$ cat src/rtl/ctm_pkg.sv
package ctm_pkg;
  localparam logic [7:0] CTM_OFS_CTRL0   = 8'h00;
  localparam logic [7:0] CTM_OFS_CTRL1   = 8'h04;
  localparam logic [7:0] CTM_OFS_CNT_LO  = 8'h08;
  localparam logic [7:0] CTM_OFS_CNT_HI  = 8'h0c;
  localparam logic [7:0] CTM_OFS_A_LO    = 8'h10;
  localparam logic [7:0] CTM_OFS_A_HI    = 8'h14;
  localparam logic [7:0] CTM_OFS_FLAGS   = 8'h18;
  localparam logic [7:0] CTM_RST_CTRL0   = 8'h00;
  localparam logic [7:0] CTM_RST_CTRL1   = 8'h00;
  localparam int CTM_BIT_PAUSE  = 7;
  localparam int CTM_POS_CKSEL  = 4;
  localparam int CTM_BIT_RUN    = 3;
  localparam int CTM_POS_PERIOD = 0;
  localparam int CTM_POS_MODE   = 6;
  localparam int CTM_POS_PINFN  = 4;
  localparam int CTM_BIT_OC     = 3;
  localparam int CTM_BIT_POL    = 2;
  localparam int CTM_BIT_DPX    = 1;
  localparam int CTM_BIT_CCLR   = 0;
  localparam logic [1:0] CTM_MODE_CMP = 2'h0;
  localparam logic [1:0] CTM_MODE_PWM = 2'h2;
  localparam logic [1:0] CTM_MODE_TMR = 2'h3;
  localparam logic [1:0] CTM_RESP_OKAY   = 2'h0;
  localparam logic [1:0] CTM_RESP_SLVERR = 2'h2;
  localparam int CTM_DIV_SYS4  = 4;
  localparam int CTM_DIV_H16   = 16;
  localparam int CTM_DIV_H64   = 64;
endpackage

$ cat src/rtl/ctm_timer.sv
`timescale 1ns/100ps
`default_nettype none
module ctm_timer
  import ctm_pkg::*;
#(
  parameter int CNT_W = 10
) (
  input  wire logic        aclk,
  input  wire logic        aresetn,
  input  wire logic        clk_high,
  input  wire logic        clk_sub,
  input  wire logic        external_clock_pin,
  input  wire logic [7:0]  s_axi_awaddr,
  input  wire logic        s_axi_awvalid,
  output logic             s_axi_awready,
  input  wire logic [31:0] s_axi_wdata,
  input  wire logic [3:0]  s_axi_wstrb,
  input  wire logic        s_axi_wvalid,
  output logic             s_axi_wready,
  output logic [1:0]       s_axi_bresp,
  output logic             s_axi_bvalid,
  input  wire logic        s_axi_bready,
  input  wire logic [7:0]  s_axi_araddr,
  input  wire logic        s_axi_arvalid,
  output logic             s_axi_arready,
  output logic [31:0]      s_axi_rdata,
  output logic [1:0]       s_axi_rresp,
  output logic             s_axi_rvalid,
  input  wire logic        s_axi_rready,
  output logic             timer_output_pin,
  output logic             complementary_output_pin,
  output logic             match_a_flag,
  output logic             match_p_flag
);
  // Registers
  logic [7:0]       timer_control_zero;
  logic [7:0]       timer_control_one;
  logic [CNT_W-1:0] compare_a_value;
  logic [7:0]       low_buffer;
  logic [CNT_W-1:0] count;
  logic             run_q;
  logic             pin_level;
  logic [5:0]       presc;
  logic [2:0]       hi_sync;
  logic [2:0]       sub_sync;
  logic [2:0]       ext_sync;
  // AXI state
  logic       aw_held;
  logic       w_held;
  logic [7:0] aw_addr;
  logic [31:0] w_data;
  logic [3:0] w_strb;

  wire       pause_bit          = timer_control_zero[CTM_BIT_PAUSE];
  wire [2:0] clock_select       = timer_control_zero[CTM_POS_CKSEL +: 3];
  wire       run_enable         = timer_control_zero[CTM_BIT_RUN];
  wire [2:0] period_value       = timer_control_zero[CTM_POS_PERIOD +: 3];
  wire [1:0] mode_field         = timer_control_one[CTM_POS_MODE +: 2];
  wire [1:0] pin_function_field = timer_control_one[CTM_POS_PINFN +: 2];
  wire       output_control_bit = timer_control_one[CTM_BIT_OC];
  wire       polarity_bit       = timer_control_one[CTM_BIT_POL];
  wire       duty_period_select = timer_control_one[CTM_BIT_DPX];
  wire       clear_select       = timer_control_one[CTM_BIT_CCLR];

  // Clock sources become one-cycle ticks; the link clocks are sampled, not used as clocks
  wire hi_rise  = hi_sync[1] & ~hi_sync[2];
  wire sub_rise = sub_sync[1] & ~sub_sync[2];
  wire ext_rise = ext_sync[1] & ~ext_sync[2];
  wire ext_fall = ~ext_sync[1] & ext_sync[2];
  logic [5:0] hi_cnt;
  wire sys4_tick = (presc[1:0] == 2'(CTM_DIV_SYS4 - 1));
  wire h16_tick  = hi_rise && (hi_cnt[3:0] == 4'(CTM_DIV_H16 - 1));
  wire h64_tick  = hi_rise && (hi_cnt == 6'(CTM_DIV_H64 - 1));
  logic tick;
  always_comb begin
    case (clock_select)
      3'h0:    tick = sys4_tick;
      3'h1:    tick = 1'b1;
      3'h2:    tick = h16_tick;
      3'h3:    tick = h64_tick;
      3'h4,
      3'h5:    tick = sub_rise;
      3'h6:    tick = ext_rise;
      default: tick = ext_fall;
    endcase
  end

  // Comparators
  wire [CNT_W-1:0] next_count_raw = count + 1'b1;
  wire step      = run_enable && !pause_bit && tick;
  wire is_pwm    = (mode_field == CTM_MODE_PWM);
  wire p_hit     = step && (period_value != 3'h0) &&
                   (next_count_raw[CNT_W-1 -: 3] == period_value);
  wire ovf       = step && (count == {CNT_W{1'b1}});
  wire a_hit     = step && (next_count_raw == compare_a_value) &&
                   (compare_a_value != '0);
  // PWM ignores clear_select; duty_period_select picks the wrap: compare A when set, else the period comparator
  wire p_clear   = p_hit || (ovf && period_value == 3'h0);
  wire a_clear   = a_hit || (ovf && compare_a_value == '0);
  wire clr_by_a  = is_pwm ? duty_period_select : clear_select;
  wire cnt_clear = clr_by_a ? a_clear : p_clear;
  wire set_a     = a_hit;
  wire set_p     = p_hit && !(clear_select && !is_pwm);
  wire run_rise  = run_enable && !run_q;

  // Compare mode pin action
  logic next_pin;
  always_comb begin
    next_pin = pin_level;
    if (run_rise) begin
      next_pin = output_control_bit;
    end else if (mode_field == CTM_MODE_CMP && set_a) begin
      case (pin_function_field)
        2'h1:    next_pin = 1'b0;
        2'h2:    next_pin = 1'b1;
        2'h3:    next_pin = ~pin_level;
        default: next_pin = pin_level;
      endcase
    end
  end

  // PWM waveform: active while count below duty
  wire [CNT_W-1:0] p_full = (period_value == 3'h0) ? {CNT_W{1'b1}} :
                            {period_value, {(CNT_W-3){1'b0}}};
  wire [CNT_W-1:0] duty   = duty_period_select ? p_full : compare_a_value;
  wire pwm_on             = (count < duty);
  logic pwm_level;
  always_comb begin
    case (pin_function_field)
      2'h0:    pwm_level = ~output_control_bit;
      2'h1:    pwm_level = output_control_bit;
      2'h2:    pwm_level = pwm_on ? output_control_bit : ~output_control_bit;
      default: pwm_level = ~output_control_bit;
    endcase
  end
  // Timer/counter mode leaves the pin at its last level
  wire pin_raw  = is_pwm ? pwm_level : pin_level;
  wire pin_out  = (mode_field == CTM_MODE_TMR) ? timer_output_pin :
                  (pin_raw ^ polarity_bit);

  always_ff @(posedge aclk) begin
    if (!aresetn) begin
      presc    <= '0;
      hi_cnt   <= '0;
      hi_sync  <= '0;
      sub_sync <= '0;
      ext_sync <= '0;
    end else begin
      presc    <= presc + 1'b1;
      hi_sync  <= {hi_sync[1:0], clk_high};
      sub_sync <= {sub_sync[1:0], clk_sub};
      ext_sync <= {ext_sync[1:0], external_clock_pin};
      if (hi_rise) begin
        hi_cnt <= hi_cnt + 1'b1;
      end
    end
  end

  always_ff @(posedge aclk) begin
    if (!aresetn) begin
      count     <= '0;
      run_q     <= 1'b0;
      pin_level <= 1'b0;
    end else begin
      run_q     <= run_enable;
      pin_level <= next_pin;
      if (run_rise) begin
        count <= '0;
      end else if (step) begin
        count <= cnt_clear ? '0 : next_count_raw;
      end
    end
  end

  // AXI4-Lite slave
  wire aw_ok     = aw_held || s_axi_awvalid;
  wire w_ok      = w_held || s_axi_wvalid;
  wire do_write  = aw_ok && w_ok && !s_axi_bvalid;
  wire [7:0]  wa = aw_held ? aw_addr : s_axi_awaddr;
  wire [31:0] wd = w_held ? w_data : s_axi_wdata;
  wire        we0 = w_held ? w_strb[0] : s_axi_wstrb[0];
  wire wr_c0  = do_write && we0 && (wa == CTM_OFS_CTRL0);
  wire wr_c1  = do_write && we0 && (wa == CTM_OFS_CTRL1);
  wire wr_alo = do_write && we0 && (wa == CTM_OFS_A_LO);
  wire wr_ahi = do_write && we0 && (wa == CTM_OFS_A_HI);
  wire wr_map = (wa == CTM_OFS_CTRL0) || (wa == CTM_OFS_CTRL1) ||
                (wa == CTM_OFS_CNT_LO) || (wa == CTM_OFS_CNT_HI) ||
                (wa == CTM_OFS_A_LO) || (wa == CTM_OFS_A_HI) ||
                (wa == CTM_OFS_FLAGS);
  wire do_read = s_axi_arvalid && s_axi_arready;
  wire rd_chi  = do_read && (s_axi_araddr == CTM_OFS_CNT_HI);
  wire rd_ahi  = do_read && (s_axi_araddr == CTM_OFS_A_HI);
  logic [31:0] rd_mux;
  logic        rd_bad;
  always_comb begin
    rd_bad = 1'b0;
    if (s_axi_araddr == CTM_OFS_CTRL0) begin
      rd_mux = {24'h0, timer_control_zero};
    end else if (s_axi_araddr == CTM_OFS_CTRL1) begin
      rd_mux = {24'h0, timer_control_one};
    end else if (s_axi_araddr == CTM_OFS_CNT_LO || s_axi_araddr == CTM_OFS_A_LO) begin
      rd_mux = {24'h0, low_buffer};
    end else if (s_axi_araddr == CTM_OFS_CNT_HI) begin
      rd_mux = {30'h0, count[CNT_W-1:8]};
    end else if (s_axi_araddr == CTM_OFS_A_HI) begin
      rd_mux = {30'h0, compare_a_value[CNT_W-1:8]};
    end else if (s_axi_araddr == CTM_OFS_FLAGS) begin
      rd_mux = {30'h0, match_p_flag, match_a_flag};
    end else begin
      rd_mux = 32'h0;
      rd_bad = 1'b1;
    end
  end

  always_ff @(posedge aclk) begin
    if (!aresetn) begin
      aw_held <= 1'b0;
      w_held  <= 1'b0;
      aw_addr <= '0;
      w_data  <= '0;
      w_strb  <= '0;
      s_axi_bvalid <= 1'b0;
      s_axi_bresp  <= CTM_RESP_OKAY;
    end else begin
      if (s_axi_awvalid && s_axi_awready) begin
        aw_held <= 1'b1;
        aw_addr <= s_axi_awaddr;
      end
      if (s_axi_wvalid && s_axi_wready) begin
        w_held <= 1'b1;
        w_data <= s_axi_wdata;
        w_strb <= s_axi_wstrb;
      end
      if (do_write) begin
        aw_held      <= 1'b0;
        w_held       <= 1'b0;
        s_axi_bvalid <= 1'b1;
        s_axi_bresp  <= wr_map ? CTM_RESP_OKAY : CTM_RESP_SLVERR;
      end else if (s_axi_bready) begin
        s_axi_bvalid <= 1'b0;
      end
    end
  end
  // Readies come from flops: each mirrors what held/valid state will be after this edge
  wire next_aw_held = !do_write && (aw_held || (s_axi_awvalid && s_axi_awready));
  wire next_w_held  = !do_write && (w_held || (s_axi_wvalid && s_axi_wready));
  wire next_bvalid  = do_write || (s_axi_bvalid && !s_axi_bready);
  always_ff @(posedge aclk) begin
    if (!aresetn) begin
      s_axi_awready <= 1'b1;
      s_axi_wready  <= 1'b1;
      s_axi_arready <= 1'b1;
    end else begin
      s_axi_awready <= !next_aw_held && !next_bvalid;
      s_axi_wready  <= !next_w_held && !next_bvalid;
      s_axi_arready <= do_read ? 1'b0 : (s_axi_rvalid && s_axi_rready) ? 1'b1 : s_axi_arready;
    end
  end

  always_ff @(posedge aclk) begin
    if (!aresetn) begin
      s_axi_rvalid <= 1'b0;
      s_axi_rdata  <= '0;
      s_axi_rresp  <= CTM_RESP_OKAY;
    end else if (do_read) begin
      s_axi_rvalid <= 1'b1;
      s_axi_rdata  <= rd_mux;
      s_axi_rresp  <= rd_bad ? CTM_RESP_SLVERR : CTM_RESP_OKAY;
    end else if (s_axi_rready) begin
      s_axi_rvalid <= 1'b0;
    end
  end

  always_ff @(posedge aclk) begin
    if (!aresetn) begin
      timer_control_zero <= CTM_RST_CTRL0;
      timer_control_one  <= CTM_RST_CTRL1;
      compare_a_value    <= '0;
      low_buffer         <= '0;
    end else begin
      if (wr_c0) begin
        timer_control_zero <= wd[7:0];
      end
      if (wr_c1) begin
        timer_control_one <= wd[7:0];
      end
      // One buffer serves both pairs, as the low bytes share it
      if (wr_alo) begin
        low_buffer <= wd[7:0];
      end else if (rd_chi) begin
        low_buffer <= count[7:0];
      end else if (rd_ahi) begin
        low_buffer <= compare_a_value[7:0];
      end
      if (wr_ahi) begin
        compare_a_value <= {wd[1:0], low_buffer};
      end
    end
  end

  // Flags: hardware set wins over software clear (write 1 to clear)
  wire clr_a = do_write && we0 && (wa == CTM_OFS_FLAGS) && wd[0];
  wire clr_p = do_write && we0 && (wa == CTM_OFS_FLAGS) && wd[1];
  always_ff @(posedge aclk) begin
    if (!aresetn) begin
      match_a_flag             <= 1'b0;
      match_p_flag             <= 1'b0;
      timer_output_pin         <= 1'b0;
      complementary_output_pin <= 1'b1;
    end else begin
      match_a_flag             <= set_a || (match_a_flag && !clr_a);
      match_p_flag             <= set_p || (match_p_flag && !clr_p);
      timer_output_pin         <= pin_out;
      complementary_output_pin <= ~pin_out;
    end
  end

  chk_comp_pin_inverse: assert property (@(posedge aclk) disable iff (!aresetn)
    complementary_output_pin == ~timer_output_pin)
    else $error("complementary pin not inverse");
  chk_run_rise_zero: assert property (@(posedge aclk) disable iff (!aresetn)
    run_rise |=> count == '0)
    else $error("count not zeroed on run rise");
  chk_pause_hold: assert property (@(posedge aclk) disable iff (!aresetn)
    (pause_bit && !run_rise) |=> count == $past(count))
    else $error("count moved while paused");
  chk_off_hold: assert property (@(posedge aclk) disable iff (!aresetn)
    !run_enable |=> count == $past(count))
    else $error("count moved while off");
  chk_no_p_flag: assert property (@(posedge aclk) disable iff (!aresetn)
    (clear_select && !is_pwm && !match_p_flag) |=> !match_p_flag)
    else $error("p flag set with clear select");
  chk_init_level: assert property (@(posedge aclk) disable iff (!aresetn)
    (run_rise && mode_field == CTM_MODE_CMP) |=> ##1
      timer_output_pin == (output_control_bit ^ polarity_bit))
    else $error("initial level wrong");
  chk_step_inc: assert property (@(posedge aclk) disable iff (!aresetn)
    (step && !cnt_clear && !run_rise) |=> count == $past(count) + 1'b1)
    else $error("counter did not step");
  chk_clear_match: assert property (@(posedge aclk) disable iff (!aresetn)
    (step && cnt_clear && !run_rise) |=> count == '0)
    else $error("counter not cleared on match");
  cov_a_match: cover property (@(posedge aclk) disable iff (!aresetn) set_a);
  cov_p_match: cover property (@(posedge aclk) disable iff (!aresetn) set_p);
  cov_pwm_out: cover property (@(posedge aclk) disable iff (!aresetn)
    is_pwm && pin_function_field == 2'h2 && $rose(timer_output_pin));
endmodule
`default_nettype wire

$ cat config.mk
export PLATFORM = sky130hd
export DESIGN_NAME = ctm_timer
export DESIGN_NICKNAME = d
export VERILOG_FILES = /design/src/rtl/ctm_pkg.sv /design/src/rtl/ctm_timer.sv
export SDC_FILE = /design/constraint.sdc
export NUM_CORES = 1
export LEC_CHECK = 0
export ABC_CLOCK_PERIOD_IN_PS = 2300
export BUFFER_PORTS_ARGS = -buffer_cell sky130_fd_sc_hd__buf_2
export CELL_PAD_IN_SITES_DETAIL_PLACEMENT = 0
export CELL_PAD_IN_SITES_GLOBAL_PLACEMENT = 1
export CORE_MARGIN = 8
export CORE_UTILIZATION = 38
export CTS_BUF_LIST = sky130_fd_sc_hd__clkbuf_8 sky130_fd_sc_hd__clkbuf_16
export DETAILED_ROUTE_END_ITERATION = 10
export GPL_ROUTABILITY_DRIVEN = 1
export PLACE_DENSITY = 0.74
export SYNTH_ARGS = -nofsm -noshare
export SYNTH_HDL_FRONTEND = slang
export SYNTH_SLANG_ARGS = --single-unit
$ cat constraint.sdc
create_clock -name aclk -period 2.3 [get_ports aclk]
set_input_delay 0 -clock aclk [delete_from_list [all_inputs] [get_ports aclk]]
set_output_delay 0 -clock aclk [all_outputs]
set_load 0.01 [all_outputs]
======== Word-level counts from Yosys, hierarchy flattened ========
Index checks and enable logic that the tools add are counted.
word-level totals
  register bits after elaboration ......... 131
  bits of input ports ..................... 62
  logic and storage cells ................. 198
  output and inout bits ................... 45
cells by class
  $lt $le $gt $ge ......................... 1
  add/subtract/negate cells ............... 3
  reductions and logical operators ........ 84
  muxes and demuxes ....................... 39
  bitwise gates (word level) .............. 13
  eq/ne operators ......................... 29
operator list
  operator               number
  $mux 8                 8
  $eq 8x5->1 const B     6
  $logic_and 1x1->1      38
  $eq 8x4->1 const B     4
  $mux 10                3
  $mux 1                 20
  $eq 8x3->1 const B     2
  $logic_not 8->1        2
  $logic_or 1x1->1       16
  $add 6x1->6 const B    2
  $logic_not 1->1        12
  $add 10x1->10 const B  1
  $eq 10x10->1           1
  $eq 10x10->1 const B   1
  $eq 2x2->1 const B     5
  $logic_not 10->1       1
  $lt 10x10->1           1
  $mux 2                 5
  $reduce_bool 10->1     1
  $eq 3x3->1 const B     3
  $not 1->1              8
  $reduce_bool 2->1      4
  $eq 3x2->1 const B     2
  $eq 6x6->1 const B     1
  15 further kinds       22

======== Logic depth before layout (Yosys ltp) ========
Gate-level depths: netlist of run 1.
  depth in word-level cells ............... 10
  depth in mapped cells ................... 13
  depth with buffers taken out ............ 12

======== Least setup slack after synthesis of run 1 ========
No wires, ideal clock.
  path type ............................... register to register
  start point ............................. register timer_control_one[1]
  end point ............................... register with a tool-made name
  setup slack ............................. -0.133 ns
  stages on the path, launching flop included .. 12
  arrival time ............................ 2.319 ns
  library setup time ...................... 0.114 ns
  data required time ...................... 2.186 ns
  clock period less this slack ............ 2.433 ns
  buffers on the path ..................... 0
  cell sequence ........................... dfxtp_1 > clkinv_1 > or3_1 > o21ai_0 > ha_1 > a21o_1 > a21o_1 > a21oi_1 > a21oi_1 > nand3b_1 > mux2i_1 > a21o_1
RTL lines
  element                   line              source
  start: declaration        ctm_timer.sv:37   logic [7:0] timer_control_one;
  start signal: assignment  ctm_timer.sv:285  timer_control_one <= wd[7:0];

======== Final worst setup path of run 1 ========
  start point ............................. register timer_control_zero[1]
  end point ............................... register complementary_output_pin
on the way
  longest elaborated chain between the ends .. 10
RTL lines
  element                   line              source
  start: declaration        ctm_timer.sv:36   logic [7:0] timer_control_zero;
  start signal: assignment  ctm_timer.sv:282  timer_control_zero <= wd[7:0];
  $logic_not 3->1           ctm_timer.sv:123  wire [CNT_W-1:0] p_full = (period_value == 3'h0) ? {CNT_W{1'b1}} :
  $mux 10 *                 ctm_timer.sv:123
  $mux 10 *                 ctm_timer.sv:125  wire [CNT_W-1:0] duty = duty_period_select ? p_full : compare_a_value;
  $lt 10x10->1 *            ctm_timer.sv:126  wire pwm_on = (count < duty);
  $mux 1 *                  ctm_timer.sv:132  2'h2: pwm_level = pwm_on ? output_control_bit : ~output_control_bit;
  $pmux 1 s2 *              ctm_timer.sv:129  case (pin_function_field)
  $mux 1 *                  ctm_timer.sv:137  wire pin_raw = is_pwm ? pwm_level : pin_level;
  $xor 1x1->1 *             ctm_timer.sv:139  (pin_raw ^ polarity_bit);
  $mux 1 *                  ctm_timer.sv:138  wire pin_out = (mode_field == CTM_MODE_TMR) ? timer_output_pin :
  $not 1->1 *               ctm_timer.sv:314  complementary_output_pin <= ~pin_out;
  end signal: assignment    ctm_timer.sv:314
  end: declaration          ctm_timer.sv:31   output logic complementary_output_pin,
Every way passes the cells marked *; elsewhere a longest branch is shown, timed or not.
A chain may end at the register's enable or synchronous reset.

==> impl_metrics.tcl, run 1 <==
set metrics [dict create \
    path_class "flip-flop to flip-flop" \
    synthSimpleGateAreaFrac_pct 23.5 \
    fin_hold_ws_ns 0.0558 \
    max_freq_ghz 0.416 \
    nets 856 \
    fin_crit_ns 2.41 \
    synth_edf_count 0 \
    rows 44 \
    grt_pass1_vias 4940 \
    ios 107 \
    remaining_drc_errors 0 \
    finClkSkew_ns 0.00998 \
    relSlewSlack_pct 44.1 \
    hold_viol_final 0 \
    path_buf_inv 1 \
    synth_cells 647 \
    initial_core_util_pct 39.0 \
    cp-end-kind "flip-flop" \
    cts.root.buffer_cell "clkbuf_16" \
    cp_slowest_cell "dfxtp_4" \
    yosys.area.top_type_share_pct 35.6 \
    yosys_warnings 0 \
    powerDensity_mw_per_mm2 513 \
    hold_path.class "primary input to flip-flop" \
    yosys.area_share.adder_pct 3.31 \
    worst_setup_path_start_kind "flip-flop" \
    grtUsageTotal_pct 16.0 \
    critPathMaxFanout 6 \
    yosysMostFrequentCell "dfxtp_1" \
    wl_per_cell_um 16.6 \
    tightest_slew_ns 0.835 \
    area_growth_syn_to_layout_pct 28.4 \
    worstSkewPairLatency_ns 0.36 \
    drtIter0Drc 351 \
    dp_cells 912 \
    synth.area.mux_share_pct 8.32 \
    clk_pin_slew_ns 0.07 \
    violations "negative setup slack" \
    fillCellCount 1384 \
    coreArea_mm2 0.0145 \
    crit_chain "nor4b_4 > buf_4 > a21oi_2 > ha_1 > nand4_1 > nor3_2 > a2bb2oi_4 > a21oi_2 > nand3b_1 > mux2i_1 > a21oi_1" \
    dieArea_mm2 0.0191 \
    fin_area_mm2 0.00728 \
    ys_top_cells_by_count "101 x dfxtp_1, 75 x nand2_1, 37 x mux2i_1, 35 x nor2_1, 32 x nor2b_1" \
    routed_wl_mm 16.1 \
    firstDrtPassIters 6 \
    gp_congestion 0.926 \
    syn_area_mm2 0.00567 \
    antenna_found_initial 0 \
    final_util_pct 50.1 \
    synth-compound-area-share_pct 17.7 \
    fp.dieH_um 138 \
    drv_cap 0 \
    num_vias 5111 \
    die_x_um 138 \
    grt_max_degree 59 \
    ant_nets 0 \
    crit_arrival_ns 2.63 \
    status "finished, violations left" \
    dpl-instance-area_mm2 0.00638 \
    hpwl_mm 11.6 \
    portBuffers 53 \
    rsz0062_at_grt "true" \
    htreeDepth 3 \
    required_ns 2.52 \
    fin_ws_ns -0.106 \
    ys_seq_area_share_pct 35.6 \
    avgViaCountPerCell 5.28 \
    clk_path_buf_depth 2 \
    synth-seq-cells 101 \
    worst_path_most_repeated_cell "a21oi_2" \
    crit_family "simple AND/OR/NAND/NOR gates" \
    grt_overflow 0 \
    diodes 0 \
    vdd_drop_max_v 0.000513 \
    synth_top_family_by_area "simple AND/OR/NAND/NOR gates" \
    synth_xor_area_share_pct 4.02 \
    synth_top_area_cell "dfxtp_1" \
    async_flop_share_pct 0 \
    grt_pass1_wl_mm 25.2 \
    synth.area.top_cells "dfxtp_1 36%, mux2i_1 6.5%, nand2_1 5.0%" \
    synth_cell_types 65 \
    p_leak_nw 3.02 \
    setup_viol 2 \
    syn_area_per_cell_um2 8.77 \
    maxSlewViolCount 0 \
    critPathMaxStageDelay_ns 0.36 \
    dpl_worst_slack_ns -0.188 \
    layout.cells.non_filler 968 \
    cts_tree "done" \
    post_route_cells_drive_above_1_share_pct 25.9 \
    period_share_pct 105 \
    cts_sinks 101 \
    synthFlopType "dfxtp_1" \
    numCtsBuffers 9 \
]
tightest hold or removal path, stage by stage:
cell	delay (ns)
buf_2	0.10
nand2_1	0.15
a21boi_0	0.11
cells by family after synthesis:
group                    after synthesis
AO/OA/AOI/OAI                        140
XOR/XNOR                              26
adder cells (fa/ha/maj)               15
buffers and inverters                 73
flip-flops                           101
multiplexers                          45
other                                  1
AND/OR/NAND/NOR                      246
routing by layer:
metal  routed length [um]  share of wire (%)  global-route usage (%)
met5                    0                  0                       0
met4                  289                1.8                    5.38
met3                  593                3.7                    3.29
met2                 8250                 51                    27.9
met1                 6970                 43                    19.0
stage by stage:
| step | power [mW] | setup TNS, ns |
|---|---|---|
| floorplan | 2.15 | -0.00587 |
| global placement | 2.25 | -1.03 |
| detailed placement | 2.26 | -1.99 |
| CTS | 3.77 | -0.0258 |
| global route | 3.90 | -0.347 |
| finish | 3.74 | -0.170 |
placed cells by master, fill, tap and decap left out, types with 8 or more instances in the layout:
cell,instances
ha_1,12
nor2b_1,32
o211a_1,14
buf_4,67
xor2_1,14
clkbuf_16,9
a211o_1,8
a21oi_1,14
dfxtp_1,92
nand4_1,8
and2_1,19
nand2_1,75
o21ai_0,16
dlygate4sd3_1,25
buf_6,9
a21boi_0,23
inv_1,11
nor2_1,34
conb_1,26
mux2i_1,37
nor3_1,14
buf_2,53
xnor2_1,11
nand3_1,13
layout make-up:
type	instances	area [um2]	area share, %
inverters	11	43.8	0.601
clock inverters	7	62.6	0.859
repair buffers	155	1140	15.6
multi-input cells	501	3540	48.6
clock buffers	9	225	3.09
well taps	184	230	3.16
flip-flops and latches	101	2050	28.1
path summary, 6_finish.rpt:
path / endpoint / depth (start not counted) / slack, ns / start
worst max-delay path: complementary_output_pin$_SDFF_PN1_ / 11 / -0.11 / timer_control_zero[1]$_SDFFE_PN0P_
worst min register to register: presc[0]$_SDFF_PN0_ / 1 / 0.43 / presc[0]$_SDFF_PN0_
worst min-delay path: s_axi_rvalid$_SDFFE_PN0P_ / 3 / 0.06 / s_axi_arvalid
worst max register to register: complementary_output_pin$_SDFF_PN1_ / 11 / -0.11 / timer_control_zero[1]$_SDFFE_PN0P_
power by group:
part / internal, mW / switching, mW / leakage [nW]
Combinational: 0.181 / 0.237 / 2.05
Clock: 0.753 / 0.725 / 0.146
Sequential: 1.80 / 0.0368 / 0.828
sequential cells by signal, summed over array words and instances, names as in the netlist, 2 cells and up, named ones only:
| signal | count |
|---|---|
| compare_a_value | 10 |
| count | 10 |
| aw_addr | 8 |
| low_buffer | 8 |
| s_axi_rdata | 8 |
| timer_control_one | 8 |
| timer_control_zero | 8 |
| w_data | 8 |
| hi_cnt | 6 |
| ext_sync | 3 |
| hi_sync | 3 |
| sub_sync | 3 |
| presc | 2 |
repair_timing:
| item | 4_1_cts | 5_1_grt |
|---|---|---|
| hold buffers | 25 | 0 |
| setup buffers | 6 | 7 |
| resized for setup | 18 | 43 |
| endpoints found under the hold margin | 25 | 0 |
| endpoints found under the setup margin | 13 | 35 |
| cloned | 0 | 3 |
| pin swaps | 10 | 23 |
Power figures use the tool's default switching activity.
==> run 2: changes to the inputs <==
CORE_ASPECT_RATIO = 0.6   (was unset)
==> run 2 against run 1 <==
The run still ends with negative setup slack left. Sequential cell count is the same. Combinational power is 1% higher. Maximum frequency down 5.0%. Hold slack better by 0.036 ns. Sequential share of layout area increased by 0.13 points. Final area fell by 0.65%. Non-clock buffer count up 4. Largest cell class unchanged.
==> impl_metrics.tcl, run 2 (same netlist as run 1, synthesis figures left out) <==
set metrics [dict create \
    clk_pin_slew_ns 0.08 \
    remaining_drc_errors 0 \
    crit_arrival_ns 2.75 \
    tightest_slew_ns 0.877 \
    ant_nets 0 \
    firstDrtPassIters 5 \
    fin_ws_ns -0.232 \
    violations "negative setup slack" \
    cts_tree "done" \
    hold_path.class "primary input to flip-flop" \
    maxSlewViolCount 0 \
    reg_top3 "compare_a_value x10, count x10" \
    num_vias 5180 \
    final_cell_mix "95 x dfxtp_1, 77 x buf_4, 75 x nand2_1" \
    initial_core_util_pct 39.0 \
    required_ns 2.52 \
    layout.cells.non_filler 984 \
    fin_crit_ns 2.53 \
    powerDensity_mw_per_mm2 523 \
    path_class "flip-flop to flip-flop" \
    fp.dieH_um 111 \
    gr-usage-met1_pct 23.9 \
    max_freq_ghz 0.395 \
    gp_congestion 0.881 \
    rows 34 \
    critPathMaxFanout 7 \
    final_util_pct 49.7 \
    die_x_um 174 \
    cts.root.buffer_cell "clkbuf_16" \
    grt_max_degree 50 \
    grt_pass1_wl_mm 25.7 \
    relSlewSlack_pct 41.3 \
    drtIter0Drc 387 \
    antenna_found_initial 0 \
    area_growth_syn_to_layout_pct 27.6 \
    vdd_drop_max_v 0.000350 \
    finClkSkew_ns 0.0136 \
    hpwl_mm 12.3 \
    grtUsageTotal_pct 16.2 \
    routed_wl_mm 16.1 \
    drv_cap 0 \
    layout_commonest_cell "dfxtp_1" \
    dp_cells 935 \
    htreeDepth 3 \
    status "finished, violations left" \
    coreArea_mm2 0.0145 \
    wl_per_cell_um 16.3 \
    portBuffers 53 \
    cts_sinks 101 \
    worst_setup_path_start_kind "flip-flop" \
    avgViaCountPerCell 5.26 \
    hold_viol_final 0 \
    cp-end-kind "flip-flop" \
    diodes 0 \
    busiest_layer "met1" \
    rsz0062_at_grt "true" \
    nets 858 \
    use_met2_pct 23.2 \
    grt_overflow 0 \
    dieArea_mm2 0.0192 \
    numCtsBuffers 9 \
    grt_pass1_vias 4955 \
    post_route_cells_drive_above_1_share_pct 24.6 \
    ios 107 \
    p_leak_nw 3.04 \
    use_met3_pct 4.08 \
    dpl-instance-area_mm2 0.00649 \
    period_share_pct 110 \
    worstSkewPairLatency_ns 0.35 \
    clk_path_buf_depth 2 \
    fin_area_mm2 0.00724 \
    setup_viol 2 \
]
-- run 2: what timing repair did --
action | 4_1_cts | 5_1_grt
cloned | 0 | 1
hold endpoints to repair | 24 | 0
setup endpoints to repair | 15 | 27
pin swaps | 13 | 13
setup buffers | 1 | 7
hold buffers | 24 | 0
resized for setup | 25 | 11
-- run 2: worst max-delay path, cell delays in order, from the launching register on --
cell and delay [ns]:
dfxtp_4 0.37, nor4b_4 0.30, buf_6 0.18, a21oi_4 0.05, ha_1 0.29, nand4_1 0.21
nor3_2 0.31, a2bb2oi_4 0.10, a21oi_2 0.11, nand3b_1 0.15, mux2i_2 0.26, a21oi_1 0.07
-- run 2: final timing paths --
| kind | start | end | slack [ns] | depth (start not counted) |
|---|---|---|---|---|
| max | timer_control_zero[1]$_SDFFE_PN0P_ | complementary_output_pin$_SDFF_PN1_ | -0.23 | 11 |
| min | s_axi_arvalid | s_axi_rvalid$_SDFFE_PN0P_ | 0.09 | 3 |
| max reg2reg | timer_control_zero[1]$_SDFFE_PN0P_ | complementary_output_pin$_SDFF_PN1_ | -0.23 | 11 |
| min reg2reg | sub_sync[0]$_SDFF_PN0_ | sub_sync[1]$_SDFF_PN0_ | 0.44 | 1 |
-- run 2: power by group --
| group | internal, mW | total, mW | switching [mW] | leakage [nW] |
|---|---|---|---|---|
| Sequential | 1.80 | 1.84 | 0.0347 | 0.827 |
| Combinational | 0.181 | 0.424 | 0.243 | 2.06 |
| Clock | 0.775 | 1.52 | 0.750 | 0.145 |
| Total | 2.76 | 3.79 | 1.03 | 3.04 |
-- run 2: layout make-up --
| class | count | area (um2) |
|---|---|---|
| repair buffers | 159 | 1170 |
| fillers | 1382 | 7310 |
| inverters | 11 | 42.5 |
| well taps | 198 | 248 |
| flip-flops and latches | 101 | 2040 |
| multi-input cells | 499 | 3440 |
| clock buffers | 9 | 225 |
| clock inverters | 7 | 75.1 |
-- run 2: layer usage --
layer	routed length (um)	vias to the layer above	part of all wire, %
li1	-	2509	-
met1	8120	2491	50
met2	6500	171	40
met3	1370	9	8.5
met4	107	0	0.67
met5	0	-	0
-- run 2: through the flow --
step                setup WS, ns  power, mW  TNS [ns]  hold WS (ns)
floorplan               -0.00587       2.15  -0.00587         0.127
global placement          -0.189       2.25     -1.29         0.216
detailed placement        -0.217       2.26     -1.62         0.210
CTS                      -0.0964       3.83    -0.190        0.0859
global route              -0.319       3.96     -1.27         0.128
finish                    -0.232       3.79    -0.429        0.0923
==> run 3: changes to the inputs <==
ABC_AREA = 1   (was unset)
CORE_UTILIZATION = 35   (was 38)
PLACE_DENSITY = 0.73   (was 0.74)
==> run 3 against run 2 <==
The flow now finishes without violations. Core utilization down 6.6 points. Final area down 8.5%. Routed wire length up 0.53%. Non-clock buffer count down 50. First-iteration DRC count up 35%. Synthesized area down 3.0%. Hold slack better by 0.0038 ns. Sequential share of layout area up 2.4 points. Sequential cell count unchanged. Clock-buffer cell count unchanged. Sequential power about the same. Final cell count up 14%.
==> impl_metrics.tcl, run 3 <==
set metrics [dict create \
    status "completed" \
    gp_congestion 0.866 \
    diodes 0 \
    layout_commonest_cell "nand2_1" \
    drv_cap 0 \
    grt_pass1_vias 4710 \
    fin_hold_ws_ns 0.0961 \
    dieArea_mm2 0.0201 \
    crit_arrival_ns 2.39 \
    max_freq_ghz 0.466 \
    portBuffers 53 \
    crit_family "simple AND/OR/NAND/NOR gates" \
    htreeDepth 3 \
    critPathMaxFanout 3 \
    cp_slowest_cell "dfxtp_1" \
    hpwl_mm 12.5 \
    worst_setup_path_start_kind "flip-flop" \
    post_route_cells_drive_above_1_share_pct 16.1 \
    cts_sinks 101 \
    worstSkewPairLatency_ns 0.35 \
    wl_per_cell_um 14.5 \
    hold_end "w_held$_SDFFE_PP0P_" \
    path_class "flip-flop to flip-flop" \
    ios 107 \
    critPathMaxStageDelay_ns 0.31 \
    ant_nets 0 \
    synth_cells 815 \
    nets 988 \
    r2r-start "timer_control_zero[2]$_SDFFE_PN0P_" \
    finClkSkew_ns 0.0105 \
    reg2regPathDepth 17 \
    yosys_warnings 0 \
    crit_chain "inv_1 > buf_4 > nand2_1 > o22ai_1 > ha_1 > a21oi_2 > o21ai_1 > nor2_1 > nand3_1 > nand3_2 > nand2_1 > nand2_1 > nand2_1 > nand2_1 > nand3_1 > nand2_1 > inv_1" \
    clk_path_buf_depth 2 \
    worstHoldStart "s_axi_wvalid" \
    area_growth_syn_to_layout_pct 20.4 \
    clk_pin_slew_ns 0.08 \
    fin_area_mm2 0.00662 \
    cts_tree "done" \
    die_x_um 178 \
    vdd_drop_max_v 0.000343 \
    ys_top_cells_by_count "193 x nand2_1, 105 x inv_1, 101 x dfxtp_1, 83 x o21ai_0, 79 x nor2_1" \
    remaining_drc_errors 0 \
    grtUsageTotal_pct 16.1 \
    reg_top3 "compare_a_value x10, count x10" \
    hold_viol_final 0 \
    synth_edf_count 0 \
    synthFlopType "dfxtp_1" \
    final_util_pct 43.1 \
    ff_latch_area_mm2 0.00203 \
    maxSlewViolCount 0 \
    r2r_slack_ns 0.16 \
    grt_pass1_wl_mm 25.9 \
    num_vias 5370 \
    async_flop_share_pct 0 \
    worst_path_most_repeated_cell "nand2_1" \
    firstDrtPassIters 5 \
    numCtsBuffers 9 \
    hold_path.class "primary input to flip-flop" \
    syn_area_mm2 0.00550 \
    ys_seq_area_share_pct 36.8 \
    synth.area.top_cells "dfxtp_1 37%, nand2_1 13%, o21ai_0 7.6%" \
    min_path_cells 4 \
    fillCellCount 1636 \
    grt_overflow 0 \
    cp-end-kind "flip-flop" \
    rows 35 \
    relSlewSlack_pct 49.3 \
    fin_crit_ns 2.14 \
    rsz0062_at_grt "true" \
    total_power_mw 3.72 \
    p_leak_nw 3.12 \
    synth_top_area_cell "dfxtp_1" \
    multiInputGateArea_mm2 0.00289 \
    powerDensity_mw_per_mm2 561 \
    yosys.area.top_type_share_pct 36.8 \
    required_ns 2.55 \
    syn_area_per_cell_um2 6.75 \
    setup_viol 0 \
    initial_core_util_pct 35.8 \
    synth_cell_types 44 \
    antenna_found_initial 0 \
    fp.dieH_um 113 \
    cts.root.buffer_cell "clkbuf_16" \
    fin_setup_tns_ns 0 \
    final_cell_mix "191 x nand2_1, 104 x inv_1, 97 x dfxtp_1" \
    crit_path_start "timer_control_zero[2]$_SDFFE_PN0P_" \
    routed_wl_mm 16.2 \
    yosysMostFrequentCell "nand2_1" \
    coreArea_mm2 0.0154 \
    synth-seq-cells 101 \
    drtIter0Drc 522 \
    avgViaCountPerCell 4.80 \
    path_buf_inv 3 \
    dpl-instance-area_mm2 0.00605 \
    period_share_pct 93.2 \
    grt_max_degree 73 \
    tightest_slew_ns 0.758 \
]
==> run 3: changes by cell type after synthesis, sizes merged, moves of 14 or more <==
| cell | change |
|---|---|
| nand2 | +124 |
| inv | +99 |
| o21ai | +65 |
| nor2 | +45 |
| a21oi | +44 |
| mux2i | -37 |
| nor2b | -32 |
| a21boi | -28 |
| nand3 | +26 |
| and2 | -20 |
| o211a | -14 |
==> run 3: area by class of cell <==
type	instances	area share (%)
clock buffers	9	3.40
flip-flops and latches	101	30.6
clock inverters	6	0.869
inverters	113	6.42
well taps	203	3.83
multi-input cells	577	43.7
repair buffers	109	11.2
==> run 3: power by group <==
group / internal [mW] / switching [mW] / leakage (nW)
sequential: 1.81 / 0.0360 / 0.825
clock: 0.753 / 0.733 / 0.139
combinational: 0.148 / 0.244 / 2.15
total: 2.71 / 1.01 / 3.12
==> run 3: tightest hold or removal path: stages <==
cell,delay [ns]
buf_2,0.10
nand2_1,0.05
buf_4,0.17
a21oi_1,0.08
==> run 3: kinds of logic (layout without fill, tap and decap cells) <==
logic type	after synthesis	after routing	synth area share, %
compound gates	182	182	18.4
xor+xnor	5	5	0.796
fa+ha+maj	15	15	3.41
buf+inv	162	237	13.2
flops	101	101	36.8
mux	1	1	0.182
other cells	1	26	0.0682
simple gates	348	348	27.2
==> run 3: worst max path at each step <==
stage / cells past startpoint / to / slack, ns
global placement: 18 / flip-flop / 0.05
finish: 17 / flip-flop / 0.16
CTS: 17 / flip-flop / 0.08
floorplan: 20 / flip-flop / 0.32
global route: 18 / flip-flop / -0.05
detailed placement: 17 / flip-flop / 0.01
==> run 3: routing by layer <==
layer | routed length (um) | track usage (%) | vias to the layer above
li1 | - | - | 2780
met1 | 8970 | 26.3 | 2397
met2 | 5740 | 20.2 | 185
met3 | 1370 | 3.72 | 8
met4 | 95 | 2.77 | 0
met5 | 0 | 0 | -
==> run 3: timing repair <==
| item | in CTS | in global routing |
|---|---|---|
| endpoints found under the hold margin | 23 | 0 |
| hold buffers | 22 | 0 |
| endpoints found under the setup margin | 1 | 13 |
| setup buffers | 0 | 2 |
| pin swaps | 0 | 10 |
| gates resized for setup | 1 | 19 |
==> run 3: per-stage QoR <==
step,instances,setup WS [ns]
after global placement,1079,0.0476
final,1118,0.156
after global routing,1118,-0.0460
after floorplan,840,0.320
after CTS,1116,0.0795
after detailed placement,1079,0.0134
